==> src/tpcg_defs.svh <==
// timing and encoding constants for the two-phase clock generator
`ifndef TPCG_DEFS_SVH
`define TPCG_DEFS_SVH

`define TPCG_SEQ_PH1    4'h1
`define TPCG_SEQ_GAP1   4'h2
`define TPCG_SEQ_PH2A   4'h4
`define TPCG_SEQ_PH2B   4'h8
`define TPCG_PRE_LAST   2'h3
`define TPCG_ONE        1'b1
`define TPCG_ZERO       1'b0

`endif

==> src/tpcg_pkg.sv <==
// types for the two-phase clock generator
package tpcg_pkg;

  // =========================================
  // sequencer states
  typedef enum logic [3:0] {
    TPCG_PH1  = 4'h1,
    TPCG_GAP1 = 4'h2,
    TPCG_PH2A = 4'h4,
    TPCG_PH2B = 4'h8
  } tpcg_seq_t;

  // =========================================
  // clock output bundle
  typedef struct packed {
    logic phase1;
    logic phase2;
    logic phase1_ttl;
    logic phase2_ttl;
    logic mem_clk;
    logic double_rate_pulse;
    logic quad_rate_pulse;
    logic memory_data_strobe;
  } tpcg_clk_t;

endpackage

==> src/tpcg_top.sv <==
// two-phase non-overlapping clock generator core
`timescale 1ns/1ns
`default_nettype none
`include "tpcg_defs.svh"

module tpcg_top
  import tpcg_pkg::*;
#(
  parameter int PRE_W = 2
) (
  // clock and reset
  input  wire logic i_clk,
  input  wire logic i_rst_n,
  // timing source and controls (pins, pulled up outside)
  input  wire logic i_osc_tick,
  input  wire logic i_external_timing_input,
  input  wire logic i_rate_sel,
  input  wire logic i_oscillator_inhibit_n,
  input  wire logic i_refresh_req_n,
  input  wire logic i_mem_ready_n,
  input  wire logic i_manual_reset_input,
  input  wire logic i_manual_reset_input_n,
  input  wire logic i_power_up_timing_low,
  input  wire logic i_power_up_timing_high,
  // clock outputs
  output var tpcg_clk_t o_clk,
  // handshakes and reset
  output logic      o_refresh_grant,
  output logic      o_mem_wait_grant_n,
  output logic      o_reset_n_oe,
  output logic      o_reset_n_out
);

  // =========================================
  // input synchronisers
  localparam int NSYNC = 10;

  logic [NSYNC-1:0] raw_in;
  logic [NSYNC-1:0] sync_out;

  assign raw_in = {i_osc_tick,
                   i_external_timing_input,
                   i_rate_sel,
                   i_oscillator_inhibit_n,
                   i_refresh_req_n,
                   i_mem_ready_n,
                   i_manual_reset_input,
                   i_manual_reset_input_n,
                   i_power_up_timing_low,
                   i_power_up_timing_high};

  // one two-flop synchroniser per pin, reset to the pulled-up level
  for (genvar gi = 0; gi < NSYNC; gi++) begin : g_sync
    logic s1_q, s1_d;
    logic s2_q, s2_d;

    always_comb begin
      s1_d = raw_in[gi];
      s2_d = s1_q;
    end

    always_ff @(posedge i_clk or negedge i_rst_n) begin
      if (!i_rst_n) begin
        s1_q <= `TPCG_ONE;
        s2_q <= `TPCG_ONE;
      end else begin
        s1_q <= s1_d;
        s2_q <= s2_d;
      end
    end

    assign sync_out[gi] = s2_q;
  end

  // =========================================
  // synchronised control levels
  logic osc_tick;
  logic external_timing_input;
  logic rate_sel;
  logic inh_n;
  logic rreq_n;
  logic mrdy_n;
  logic mr_a;
  logic mr_b;
  logic pu_low;
  logic pu_high;

  assign {osc_tick, external_timing_input, rate_sel, inh_n, rreq_n, mrdy_n,
          mr_a, mr_b, pu_low, pu_high} = sync_out;

  // =========================================
  // source selection and prescaler
  logic             src_q, src_d;
  logic [PRE_W-1:0] pre_q, pre_d;
  logic             qp_q, qp_d;
  logic             src_rise;
  logic             quad_step;
  logic             quad_rise;

  always_comb begin
    src_d     = rate_sel ? osc_tick : external_timing_input;
    src_rise  = src_d & ~src_q & inh_n;
    pre_d     = pre_q;
    quad_step = `TPCG_ZERO;
    if (src_rise) begin
      if (rate_sel) begin
        pre_d     = pre_q + PRE_W'(1);
        quad_step = &pre_q;
      end else begin
        pre_d     = '0;
        quad_step = `TPCG_ONE;
      end
    end
    // quad pulse: inverted top prescaler bit, or the inverted external input
    if (rate_sel) begin
      qp_d = ~pre_q[PRE_W-1];
    end else begin
      qp_d = ~external_timing_input;
    end
    quad_rise = qp_d & ~qp_q;
  end

  // idle level of the source pins is high, so no false edge after reset
  always_ff @(posedge i_clk or negedge i_rst_n) begin
    if (!i_rst_n) begin
      src_q <= `TPCG_ONE;
      pre_q <= '0;
      qp_q  <= `TPCG_ONE;
    end else begin
      src_q <= src_d;
      pre_q <= pre_d;
      qp_q  <= qp_d;
    end
  end

  // =========================================
  // four-state sequencer
  tpcg_seq_t seq_q, seq_d;
  logic      mclk_q, mclk_d;
  logic      mclk_fall;
  logic      wait_n_q, wait_n_d;

  always_comb begin
    seq_d = seq_q;
    if (quad_step) begin
      case (seq_q)
        TPCG_PH1: begin
          seq_d = TPCG_GAP1;
        end
        TPCG_GAP1: begin
          seq_d = TPCG_PH2A;
        end
        TPCG_PH2A: begin
          seq_d = TPCG_PH2B;
        end
        TPCG_PH2B: begin
          seq_d = wait_n_q ? TPCG_PH1 : TPCG_PH2B;
        end
        default: begin
          seq_d = TPCG_PH1;
        end
      endcase
    end
    // memory clock high over the phase two half, unaffected by refresh
    mclk_d    = (seq_d == TPCG_PH2A) || (seq_d == TPCG_PH2B);
    mclk_fall = mclk_q & ~mclk_d;
  end

  always_ff @(posedge i_clk or negedge i_rst_n) begin
    if (!i_rst_n) begin
      seq_q  <= TPCG_PH1;
      mclk_q <= `TPCG_ZERO;
    end else begin
      seq_q  <= seq_d;
      mclk_q <= mclk_d;
    end
  end

  // =========================================
  // refresh and slow-memory handshakes
  logic grant_q, grant_d;

  always_comb begin
    grant_d = grant_q;
    if (mclk_fall) begin
      grant_d = ~rreq_n;
    end
    // the inverted quad pulse falls exactly when the quad pulse rises
    wait_n_d = wait_n_q;
    if (quad_rise) begin
      wait_n_d = mrdy_n;
    end
  end

  always_ff @(posedge i_clk or negedge i_rst_n) begin
    if (!i_rst_n) begin
      grant_q  <= `TPCG_ZERO;
      wait_n_q <= `TPCG_ONE;
    end else begin
      grant_q  <= grant_d;
      wait_n_q <= wait_n_d;
    end
  end

  // =========================================
  // reset logic
  logic man_rst_q, man_rst_d;
  logic rst_out_q, rst_out_d;
  logic ph1_rise;

  always_comb begin
    man_rst_d = man_rst_q;
    if (mr_a && !mr_b) begin
      man_rst_d = `TPCG_ONE;
    end else if (!mr_a && mr_b) begin
      man_rst_d = `TPCG_ZERO;
    end
    ph1_rise  = quad_step && (seq_d == TPCG_PH1);
    rst_out_d = rst_out_q;
    if (ph1_rise && (pu_low || man_rst_d)) begin
      rst_out_d = `TPCG_ONE;
    end else if (pu_high && !man_rst_d) begin
      rst_out_d = `TPCG_ZERO;
    end
  end

  always_ff @(posedge i_clk or negedge i_rst_n) begin
    if (!i_rst_n) begin
      man_rst_q <= `TPCG_ZERO;
      rst_out_q <= `TPCG_ONE;
    end else begin
      man_rst_q <= man_rst_d;
      rst_out_q <= rst_out_d;
    end
  end

  // =========================================
  // output registers
  tpcg_clk_t clk_q, clk_d;
  logic      grant_out_q, grant_out_d;
  logic      wait_out_q, wait_out_d;

  // handshake copies are registered with the clocks so they stay in step
  always_comb begin
    clk_d                    = '0;
    clk_d.phase1             = (seq_q == TPCG_PH1) | grant_q;
    clk_d.phase2             = ((seq_q == TPCG_PH2A) | (seq_q == TPCG_PH2B)) & ~grant_q;
    clk_d.phase1_ttl         = clk_d.phase1;
    clk_d.phase2_ttl         = clk_d.phase2;
    clk_d.mem_clk            = mclk_q;
    clk_d.double_rate_pulse  = (seq_q == TPCG_PH1) | (seq_q == TPCG_PH2A);
    clk_d.quad_rate_pulse    = qp_q;
    clk_d.memory_data_strobe = (seq_q == TPCG_PH2B) & ~grant_q;
    grant_out_d              = grant_q;
    wait_out_d               = wait_n_q;
  end

  always_ff @(posedge i_clk or negedge i_rst_n) begin
    if (!i_rst_n) begin
      clk_q       <= '0;
      grant_out_q <= `TPCG_ZERO;
      wait_out_q  <= `TPCG_ONE;
    end else begin
      clk_q       <= clk_d;
      grant_out_q <= grant_out_d;
      wait_out_q  <= wait_out_d;
    end
  end

  // =========================================
  // port drive
  assign o_clk              = clk_q;
  assign o_refresh_grant    = grant_out_q;
  assign o_mem_wait_grant_n = wait_out_q;
  assign o_reset_n_out      = `TPCG_ZERO;
  assign o_reset_n_oe       = rst_out_q;

endmodule // tpcg_top
`default_nettype wire

==> config.mk <==
export PLATFORM = sky130hd
export DESIGN_NAME = tpcg_top
export DESIGN_NICKNAME = d
export VERILOG_FILES = /design/src/tpcg_pkg.sv /design/src/tpcg_top.sv
export VERILOG_INCLUDE_DIRS = /design/src /design/src/src
export SDC_FILE = /design/constraint.sdc
export NUM_CORES = 1
export LEC_CHECK = 0
export BUFFER_PORTS_ARGS = -buffer_cell sky130_fd_sc_hd__buf_2
export CAP_MARGIN = 5
export CORE_ASPECT_RATIO = 1.2
export CORE_UTILIZATION = 30
export DETAILED_ROUTE_END_ITERATION = 7
export GPL_TIMING_DRIVEN = 0
export PLACE_DENSITY = 0.58
export REMOVE_ABC_BUFFERS = 1
export SYNTH_ARGS = -nofsm -noshare
export SYNTH_HDL_FRONTEND = slang
export SYNTH_SLANG_ARGS = --single-unit
==> constraint.sdc <==
create_clock -name i_clk -period 2.1 [get_ports i_clk]
set_clock_uncertainty 0.15 [all_clocks]
set_input_delay 0.105 -clock i_clk [delete_from_list [all_inputs] [get_ports i_clk]]
set_output_delay 0.105 -clock i_clk [all_outputs]
set_load 0.02 [all_outputs]
==> summary.txt, run 1 <==
Status
  – Outcome: finished clean

Worst setup path
  – Endpoint type of the worst setup path: flop
  – Reg2reg start: pre_q[0]$_DFFE_PN0P_
  – CP cell instances: ha_1, and3_2, o21a_1, o311a_1, o21ai_2, mux2i_1
  – Slowest cell on crit path: dfrtp_1
  – CP required: 2.17 ns
  – Critical path class: flop to flop
  – Max FO, Critical Path: 4
  – Worst Setup SP: pre_q[0]$_DFFE_PN0P_
  – Crit-path max cell delay: about 0.4 ns
  – Crit path launch type: flop
  – WP data arrival: 2.03 ns

Floorplanning
  – Die Footprint: 5060 um2
  – Die width: roughly 65 um
  – Initial core utilization: 0.312
  – I/O pins: 24
  – Total core area: 4590 um2
  – Die height: 77.7 um
  – Row Count: 27

Layout
  – Multi-input gate area: 332 um2
  – N_diodes: 0
  – Area Overhead vs Synth: 24.2%
  – Fill cells: between 400 and 500
  – Nets: 149
  – Register area: 1060 um2
  – Core Util, Final: 0.388
  – Layout cell share with drive strength beyond 1: 0.423
  – Cell area after layout: 1780 um2

Clocking
  – H-tree depth reported by CTS: 2
  – Worst-Skew Late Latency: 0.29 ns
  – TritonCTS Buffers: 5
  – CTS Buffer Depth: 2
  – Clk sink count: 41
  – Clock tree from TritonCTS: done
  – Root Driver: clkbuf_8
  – Worst-path clk slew: 0.08 ns

Timing
  – Minimum clock period: roughly 2.0 ns
  – Endpoints failing setup: 0
  – Slew headroom: 0.433
  – Slew Limit Fails: 0
  – Final Hold Viols: 0
  – RSZ-0062 raised after global routing: no
  – Fin Setup TNS: 0 ns
  – Period Utilization, post-route: 0.935
  – Worst Max-Slew Pin Slew: about 0.85 ns
  – Fmax: 509 MHz

Logic synthesis
  – Syn Area/Cell: 14.1 um2
  – Yosys warns: 0
  – Post-synth cell types: 33
  – Mapped Area: 1430 um2
  – Mapped Cells: 102
  – Register area share after synthesis: 0.738
  – #FFs+latches synth: 41

Routing
  – Final ANT Viol Nets: 0
  – Average routed wire per standard cell: approximately 11 um
  – # DRC: 0
  – Total number of vias: 851
  – Detailed Routing Iterations Pass 1: 4
  – Number of DRC markers in iteration 0: 32
  – Drt total wl: between 2 and 2.5 mm
  – Drt via density: 4.36

Power and ir drop
  – VDD IR max: 0.501 mV
  – P_leak: 0.794 nW
  – Total power: 2.11 mW
  – Power per standard cell area: 1190 nW/um2

Placed design
  – Post-DP Area: 1580 um2
  – Routability cong.: around 0.7
  – DP HPWL: 1.34 mm
  – Port-buffer cells: 22

Min path
  – Min-delay worst type: flop to flop
  – Hold path start: g_sync[5].s1_q$_DFF_PN1_

GRT
  – Overall Global Routing Usage: 0.101
  – Pin count of the biggest net entering global routing: between 40 and 50
  – Global route overflow: 0
  – Vias in the first global route: 855
  – Initial antenna violation count: 0
  – First-pass GRT wire length: 3.71 mm

Job
  – Max-Cap Viols: 0
==> final cells by class <==
cell class              count  area share
well taps                  58      0.0408
repair buffers             33       0.124
inverters                   2     0.00422
clock buffers               8      0.0506
flip-flops and latches     41       0.595
multi-input cells          53       0.186
==> cells in the final DEF (no fill, tap or decap), types with 2 or more instances in the layout <==
cell and instances:
nor4_1 2, dfstp_2 26, mux2i_1 2, inv_1 2, clkbuf_1 2, dlygate4sd3_1 11, a21o_1 2, a21oi_1 3
buf_2 22, o21ai_0 6, clkbuf_8 6, nor2_1 7, nand2_1 7, nor2b_1 4, xnor2_1 2, dfrtp_1 15
==> critical path: cells and delay by family, from the launching register on <==
family | cells | cell delay, ns
adder cells (fa/ha/maj) | 1 | 0.20
multiplexers | 1 | 0.19
flip-flops | 1 | 0.41
AO/OA/AOI/OAI | 3 | 0.74
AND/OR/NAND/NOR | 1 | 0.21
==> registers in the layout, indices dropped and copies added, names as in the netlist, 2 cells and up <==
register,count
g_sync.s1_q,10
pre_q,2
seq_q,4
o_clk,6
g_sync.s2_q,9
==> kinds of logic (layout without fill, tap and decap cells) <==
family          count (synthesis)  after routing  share of synthesized area
other cells                     1              1                    0.00262
xor+xnor                        2              2                     0.0122
fa+ha+maj                       1              1                    0.00872
mux                             3              3                     0.0218
buf+inv                         8             43                     0.0305
compound gates                 21             21                     0.0995
simple gates                   25             25                     0.0864
flops                          41             41                      0.738
==> power breakdown <==
group / leakage, nW / internal [mW] / switching, mW / total (mW)
clock: 0.0455 / 0.268 / 0.245 / 0.512
sequential: 0.463 / 0.990 / 0.133 / 1.12
combinational: 0.285 / 0.205 / 0.269 / 0.474
==> what timing repair did <==
action / in CTS / in global routing
buffers inserted: 0 / 0
gates resized for setup: 0 / 0
endpoints found under the hold margin: 25 / 0
hold buffers: 11 / 0
==> stage by stage <==
| step | instances | hold slack, ns | setup slack [ns] |
|---|---|---|---|
| after floorplan | 96 | -0.341 | 0.266 |
| after global placement | 176 | 0.0593 | 0.178 |
| after detailed placement | 176 | 0.0612 | 0.141 |
| after CTS | 195 | 0.203 | 0.127 |
| after global routing | 195 | 0.209 | 0.0371 |
| final | 195 | 0.196 | 0.137 |
==> metal layers <==
layer	track usage	wire length, um
met1	0.106	897
met5	0	0
met4	0.0652	40
met3	0.0471	100
met2	0.158	1070
==> cells in the mapped netlist <==
cell type   n  area [um2]
dfrtp_1    15         375
a21o_2      1        8.76
xnor2_1     2        17.5
o21ai_0     6        30.0
nor2_1      7        26.3
dfstp_2    26         683
nor3_1      1        5.00
nand3b_1    1        7.51
a21o_1      2        15.0
o211ai_1    1        7.51
o21a_1      1        7.51
nand2b_1    1        6.26
mux2i_1     2        20.0
buf_2       2        10.0
o311a_1     1        10.0
clkbuf_1    1        3.75
nor4_1      2        12.5
inv_1       2        7.51
nand2_1     7        26.3
nor2b_1     4        25.0
a21boi_0    1        7.51
ha_1        1        12.5
a22o_1      1        8.76
conb_1      1        3.75
buf_4       3        22.5
and3_2      1        7.51
nor3b_1     1        7.51
o21ai_2     1        8.76
o21bai_1    1        7.51
o31ai_1     1        7.51
o2111ai_1   1        8.76
a21oi_1     3        15.0
mux2_2      1        11.3
==> final timing paths <==
path	endpoint	slack (ns)	cells past startpoint
worst min-delay path	g_sync[5].s2_q$_DFF_PN1_	0.20	0
worst max-delay path	grant_out_d$_DFFE_PN0P_	0.14	6
max in group asynchronous	pre_q[0]$_DFFE_PN0P_	0.96	2
min in group asynchronous	seq_q[3]$_DFF_PN0_	0.31	2
worst max register to register	grant_out_d$_DFFE_PN0P_	0.14	6
worst min register to register	g_sync[5].s2_q$_DFF_PN1_	0.20	0
(Power assumes the default switching activity.)
==> run 2, diff against run 1 <==
- BUFFER_PORTS_ARGS: -buffer_cell sky130_fd_sc_hd__buf_2 -> -buffer_cell sky130_fd_sc_hd__buf_4
- SKIP_LAST_GASP: default -> 1
==> run 2 against run 1 <==
Utilization rose by 1.2 points. Sequential cell count stayed put. Combinational power up 10%. Routed wire length decreased by 1.9%. Sequential share of layout area fell by 1.8 points. Non-clock buffer count unchanged. Maximum frequency is 1.1% lower. Largest cell class unchanged.
==> summary.txt, run 2 (synthesized netlist as in run 1, its figures left out) <==
Status
  – Outcome: finished clean

Routing
  – Drt total wl: 2.06 mm (-1.9%)
  – Detailed Routing Iterations Pass 1: 4 (unchanged)
  – Total number of vias: 803 (-5.6%)
  – Average routed wire per standard cell: 10.6 um (-1.9%)
  – Drt via density: 4.12 (-5.6%)
  – # DRC: 0 (unchanged)
  – Final ANT Viol Nets: 0 (unchanged)
  – Number of DRC markers in iteration 0: 16 (-50%)

Worst setup path
  – WP data arrival: 2.05 ns (+0.02 ns)
  – Critical path class: flop to flop
  – CP required: 2.17 ns (about the same)
  – Crit path launch type: flop
  – Max FO, Critical Path: 4 (unchanged)
  – Endpoint type of the worst setup path: flop

Layout
  – Cell area after layout: 1840 um2 (+3.1%)
  – Max reg flops: 10 (unchanged)
  – Core Util, Final: 0.400 (+0.0120)
  – Area Overhead vs Synth: 28.0%
  – N_diodes: 0 (unchanged)
  – Fill cells: 460 (-0.86%)
  – Layout cell share with drive strength beyond 1: 0.423 (unchanged)
  – Largest register by flop count: g_sync.s1_q
  – Final Instance Count excl. Fillers: 195 (unchanged)
  – Most frequent cells in the layout: dfstp_2 (26), buf_4 (22), dfrtp_1 (15)
  – Commonest non-fill, non-tap cell in the layout: dfstp_2
  – Nets: 149 (unchanged)

GRT
  – Overall Global Routing Usage: 0.0977 (-0.00281)
  – GR peak layer: met2
  – First-pass GRT wire length: 3.56 mm (-3.9%)
  – Initial antenna violation count: 0 (unchanged)
  – Pin count of the biggest net entering global routing: 42 (unchanged)
  – Met2 Use GR: 0.172 (+0.0135)
  – Global route overflow: 0 (unchanged)
  – Met3 usage: 0.0412 (-0.00588)
  – Vias in the first global route: 849 (-0.70%)
  – M1 GR Usage: 0.0946 (-0.0116)

Job
  – Max-Cap Viols: 0 (unchanged)

Timing
  – Fin Setup TNS: 0 ns (unchanged)
  – RSZ-0062 raised after global routing: no
  – Fin Hold WS: 0.169 ns (-0.0268 ns)
  – Period Utilization, post-route: 0.945 (+0.0106)
  – Endpoints failing setup: 0 (unchanged)
  – Minimum clock period: 1.99 ns (+0.0222 ns)
  – Fmax: 504 MHz (-1.1%)
  – Fin worst setup slack: 0.115 ns (-0.0222 ns)
  – Slew Limit Fails: 0 (unchanged)
  – Final Hold Viols: 0 (unchanged)

Clocking
  – H-tree depth reported by CTS: 2 (unchanged)
  – Worst-Skew Late Latency: 0.29 ns (about the same)
  – Clock tree from TritonCTS: done
  – TritonCTS Buffers: 5 (unchanged)
  – Post-CTS Hold Buffers: 11 (unchanged)
  – CTS Buffer Depth: 2 (unchanged)
  – PostCTS Resize Cnt: 0 (unchanged)
  – Worst-path clk slew: 0.07 ns (about the same)
  – Root Driver: clkbuf_8
  – Number of setup buffers added after CTS: 0 (unchanged)
  – Clk sink count: 41 (unchanged)

Power and ir drop
  – VDD IR max: 0.424 mV (-15%)
  – P_leak: 0.809 nW (+1.9%)
  – Total power: 2.17 mW (+2.6%)
  – Power per standard cell area: 1180 nW/um2 (-0.44%)

Floorplanning
  – Die height: 77.7 um (unchanged)
  – Initial core utilization: 0.312 (unchanged)
  – Total core area: 4590 um2 (unchanged)
  – Row Count: 27 (unchanged)
  – Die Footprint: 5060 um2 (unchanged)
  – Die width: 65.1 um (unchanged)
  – I/O pins: 24 (unchanged)

Placed design
  – Port-buffer cells: 22 (unchanged)
  – Routability cong.: 0.696 (+1.3%)
  – Cells after DPL: 176 (unchanged)
  – Dpl ws: 0.119 ns (-0.0215 ns)
  – Post-DP Area: 1640 um2 (+3.5%)
  – DP HPWL: 1.31 mm (-2.3%)

Min path
  – Min-delay worst type: input pin to async pin
==> run 2: changes by cell type in the layout (fill, tap and decap cells not counted) <==
| cell | change |
|---|---|
| buf_2 | -22 |
| buf_4 | +22 |
==> run 2: final cells by class <==
class	instances	area, um2	share of cell area
clock buffer	8	90.1	0.0491
inverter	2	7.51	0.00409
multi-input combinational	53	332	0.181
sequential	41	1060	0.577
tap	58	72.6	0.0395
timing repair buffer	33	275	0.150
==> run 2: power by group <==
| group | internal (mW) | switching [mW] | leakage, nW |
|---|---|---|---|
| clock network | 0.268 | 0.245 | 0.0455 |
| registers | 0.990 | 0.140 | 0.463 |
| logic | 0.254 | 0.268 | 0.300 |
==> run 2: layer usage <==
layer,vias to the layer above,wire [um]
met5,-,0
met4,0,53
met3,6,121
met2,23,987
met1,368,899
li1,406,-
==> run 2: worst paths after layout <==
path                                          start                       end  slack, ns  cells past startpoint
max                            pre_q[0]$_DFFE_PN0P_   grant_out_d$_DFFE_PN0P_       0.11                      6
min                                         i_rst_n        o_clk[7]$_DFF_PN0_       0.17                      2
max reg2reg                    pre_q[0]$_DFFE_PN0P_   grant_out_d$_DFFE_PN0P_       0.11                      6
min reg2reg                g_sync[5].s1_q$_DFF_PN1_  g_sync[5].s2_q$_DFF_PN1_       0.20                      0
max in group asynchronous                   i_rst_n           src_q$_DFF_PN1_       1.27                      2
min in group i_clk         g_sync[5].s1_q$_DFF_PN1_  g_sync[5].s2_q$_DFF_PN1_       0.20                      0
==> run 2: worst max-delay path, cell delays in order (launching register included) <==
cell,delay [ns]
dfrtp_1,0.42
ha_1,0.21
and3_2,0.21
o21a_1,0.22
o311a_1,0.38
o21ai_2,0.13
mux2i_1,0.19
==> run 3, diff against run 2 <==
- CELL_PAD_IN_SITES_DETAIL_PLACEMENT: default -> 1
- CELL_PAD_IN_SITES_GLOBAL_PLACEMENT: default -> 1
- PLACE_DENSITY: 0.58 -> 0.66
- SETUP_SLACK_MARGIN: default -> 0.5
==> run 3 against run 2 <==
Sequential power about the same. Setup slack better by 0.17 ns. Register-to-register slack better by 0.17 ns. Maximum frequency up 9.4%. Sequential share of layout area down 1.7 points. Routed wire length up 18%. Non-clock buffer count up 5. Clock power about the same. Cell count up 2.6%. First-iteration DRC count down 19%. Critical endpoint unchanged.
==> summary.txt, run 3 (synthesized netlist as in run 1, its figures left out) <==
GRT
  – Global route overflow: 0 (unchanged)
  – Vias in the first global route: 1000 (+18%)
  – Overall Global Routing Usage: 0.114 (+0.0164)
  – Pin count of the biggest net entering global routing: 42 (unchanged)
  – Initial antenna violation count: 0 (unchanged)
  – First-pass GRT wire length: 4.26 mm (+20%)

Clocking
  – CTS Buffer Depth: 2 (unchanged)
  – TritonCTS Buffers: 5 (unchanged)
  – Clk sink count: 41 (unchanged)
  – Root Driver: clkbuf_8
  – Worst-path clk slew: 0.07 ns (about the same)
  – Worst-Skew Late Latency: 0.29 ns (about the same)
  – H-tree depth reported by CTS: 2 (unchanged)
  – Clock tree from TritonCTS: done

Placed design
  – Dpl ws: 0.125 ns (+0.00606 ns)
  – Cells after DPL: 176 (unchanged)
  – Routability cong.: 0.767 (+10%)
  – Port-buffer cells: 22 (unchanged)
  – DP HPWL: 1.50 mm (+14%)
  – Post-DP Area: 1640 um2 (unchanged)

Routing
  – Final ANT Viol Nets: 0 (unchanged)
  – Drt total wl: 2.44 mm (+18%)
  – Number of DRC markers in iteration 0: 13 (-3)
  – Detailed Routing Iterations Pass 1: 4 (unchanged)
  – Average routed wire per standard cell: 12.2 um (+15%)
  – # DRC: 0 (unchanged)
  – Total number of vias: 894 (+11%)
  – Drt via density: 4.47 (+8.5%)

Floorplanning
  – Die height: 77.7 um (unchanged)
  – Die Footprint: 5060 um2 (unchanged)
  – Row Count: 27 (unchanged)
  – I/O pins: 24 (unchanged)
  – Initial core utilization: 0.312 (unchanged)
  – Die width: 65.1 um (unchanged)
  – Total core area: 4590 um2 (unchanged)

Layout
  – N_diodes: 0 (unchanged)
  – Max reg flops: 10 (unchanged)
  – Largest register by flop count: g_sync.s1_q
  – Layout cell share with drive strength beyond 1: 0.479 (+0.0555)
  – Most frequent cells in the layout: buf_4 (27), dfstp_2 (26), dfrtp_1 (15)
  – Area Overhead vs Synth: 31.8%
  – Cell area after layout: 1890 um2 (+3.0%)
  – Core Util, Final: 0.411 (+0.0120)
  – Nets: 154 (+3.4%)
  – Final Instance Count excl. Fillers: 200 (+2.6%)
  – Commonest non-fill, non-tap cell in the layout: buf_4

Power and ir drop
  – P_leak: 0.834 nW (+3.2%)
  – Power per standard cell area: 1170 nW/um2 (-1.0%)
  – VDD IR max: 0.481 mV (+13%)
  – Total power: 2.21 mW (+2.0%)

Job
  – Max-Cap Viols: 0 (unchanged)

Worst setup path
  – Crit path launch type: flop
  – Max FO, Critical Path: 3 (-1)
  – CP required: 2.16 ns (about the same)
  – Slowest cell on crit path: dfrtp_1
  – Critical path class: flop to flop
  – CP top delay family: compound AO/OA/AOI/OAI gates
  – CP cell instances: ha_2, and3_4, o21a_1, o311a_1, o21ai_2, mux2i_1
  – Crit-path max cell delay: 0.39 ns (-0.03 ns)
  – Worst path bufs/invs: 0 (unchanged)
  – Endpoint type of the worst setup path: flop
  – WP data arrival: 1.87 ns (-0.18 ns)

Min path
  – Min-delay worst type: input pin to async pin

Timing
  – Fin worst setup slack: 0.285 ns (+0.170 ns)
  – Slew Limit Fails: 0 (unchanged)
  – Fin Setup TNS: 0 ns (unchanged)
  – RSZ-0062 raised after global routing: yes
  – Period Utilization, post-route: 0.864 (-0.0812)
  – Endpoints failing setup: 0 (unchanged)
  – Final Hold Viols: 0 (unchanged)
  – Fmax: 551 MHz (+9.4%)
  – Minimum clock period: 1.81 ns (-0.170 ns)
  – Fin Hold WS: 0.184 ns (+0.0152 ns)

Status
  – Outcome: finished clean
## run 3: cell count changes in the layout (fill, tap and decap cells not counted), sizes merged
cell,delta
buf,+5
## run 3: worst register-to-register path, cell delays in order (launching register included)
cell and delay, ns:
dfrtp_1 0.39, ha_2 0.19, and3_4 0.15, o21a_1 0.19, o311a_1 0.32, o21ai_2 0.15
mux2i_1 0.19
## run 3: area by class of cell
class,count,area [um2]
Clock buffer,8,90.1
Fill cell,513,2700
Inverter,2,7.51
Multi-Input combinational cell,53,349
Sequential cell,41,1060
Tap cell,58,72.6
Timing Repair Buffer,38,313
## run 3: worst paths after layout
kind | start | endpoint | slack (ns) | cells after the start
setup / recovery | pre_q[1]$_DFFE_PN0P_ | grant_out_d$_DFFE_PN0P_ | 0.29 | 6
hold / removal | i_rst_n | man_rst_q$_DFF_PN0_ | 0.18 | 2
setup reg to reg | pre_q[1]$_DFFE_PN0P_ | grant_out_d$_DFFE_PN0P_ | 0.29 | 6
hold reg to reg | g_sync[6].s1_q$_DFF_PN1_ | g_sync[6].s2_q$_DFF_PN1_ | 0.21 | 0
max in group asynchronous | i_rst_n | g_sync[7].s2_q$_DFF_PN1_ | 1.25 | 2
min in group i_clk | g_sync[6].s1_q$_DFF_PN1_ | g_sync[6].s2_q$_DFF_PN1_ | 0.21 | 0
## run 3: what timing repair did
item | in CTS | in global routing
endpoints found under the hold margin | 51 | 0
pin swaps | 4 | 1
gates resized for setup | 6 | 2
buffers inserted | 5 | 0
hold buffers | 11 | 0
cloned | 0 | 0
setup endpoints to repair | 8 | 8
## run 3: per-layer routing
| metal | vias to the layer above | part of all wire | global-route usage |
|---|---|---|---|
| met4 | 0 | 0.021 | 0.0587 |
| met1 | 447 | 0.39 | 0.110 |
| met5 | - | 0 | 0 |
| li1 | 418 | - | - |
| met3 | 5 | 0.048 | 0.0397 |
| met2 | 24 | 0.54 | 0.208 |
## run 3: power by group
group          leakage (nW)  switching (mW)  internal, mW
logic                 0.326           0.288         0.278
registers             0.463           0.139         0.991
clock network        0.0455           0.245         0.268
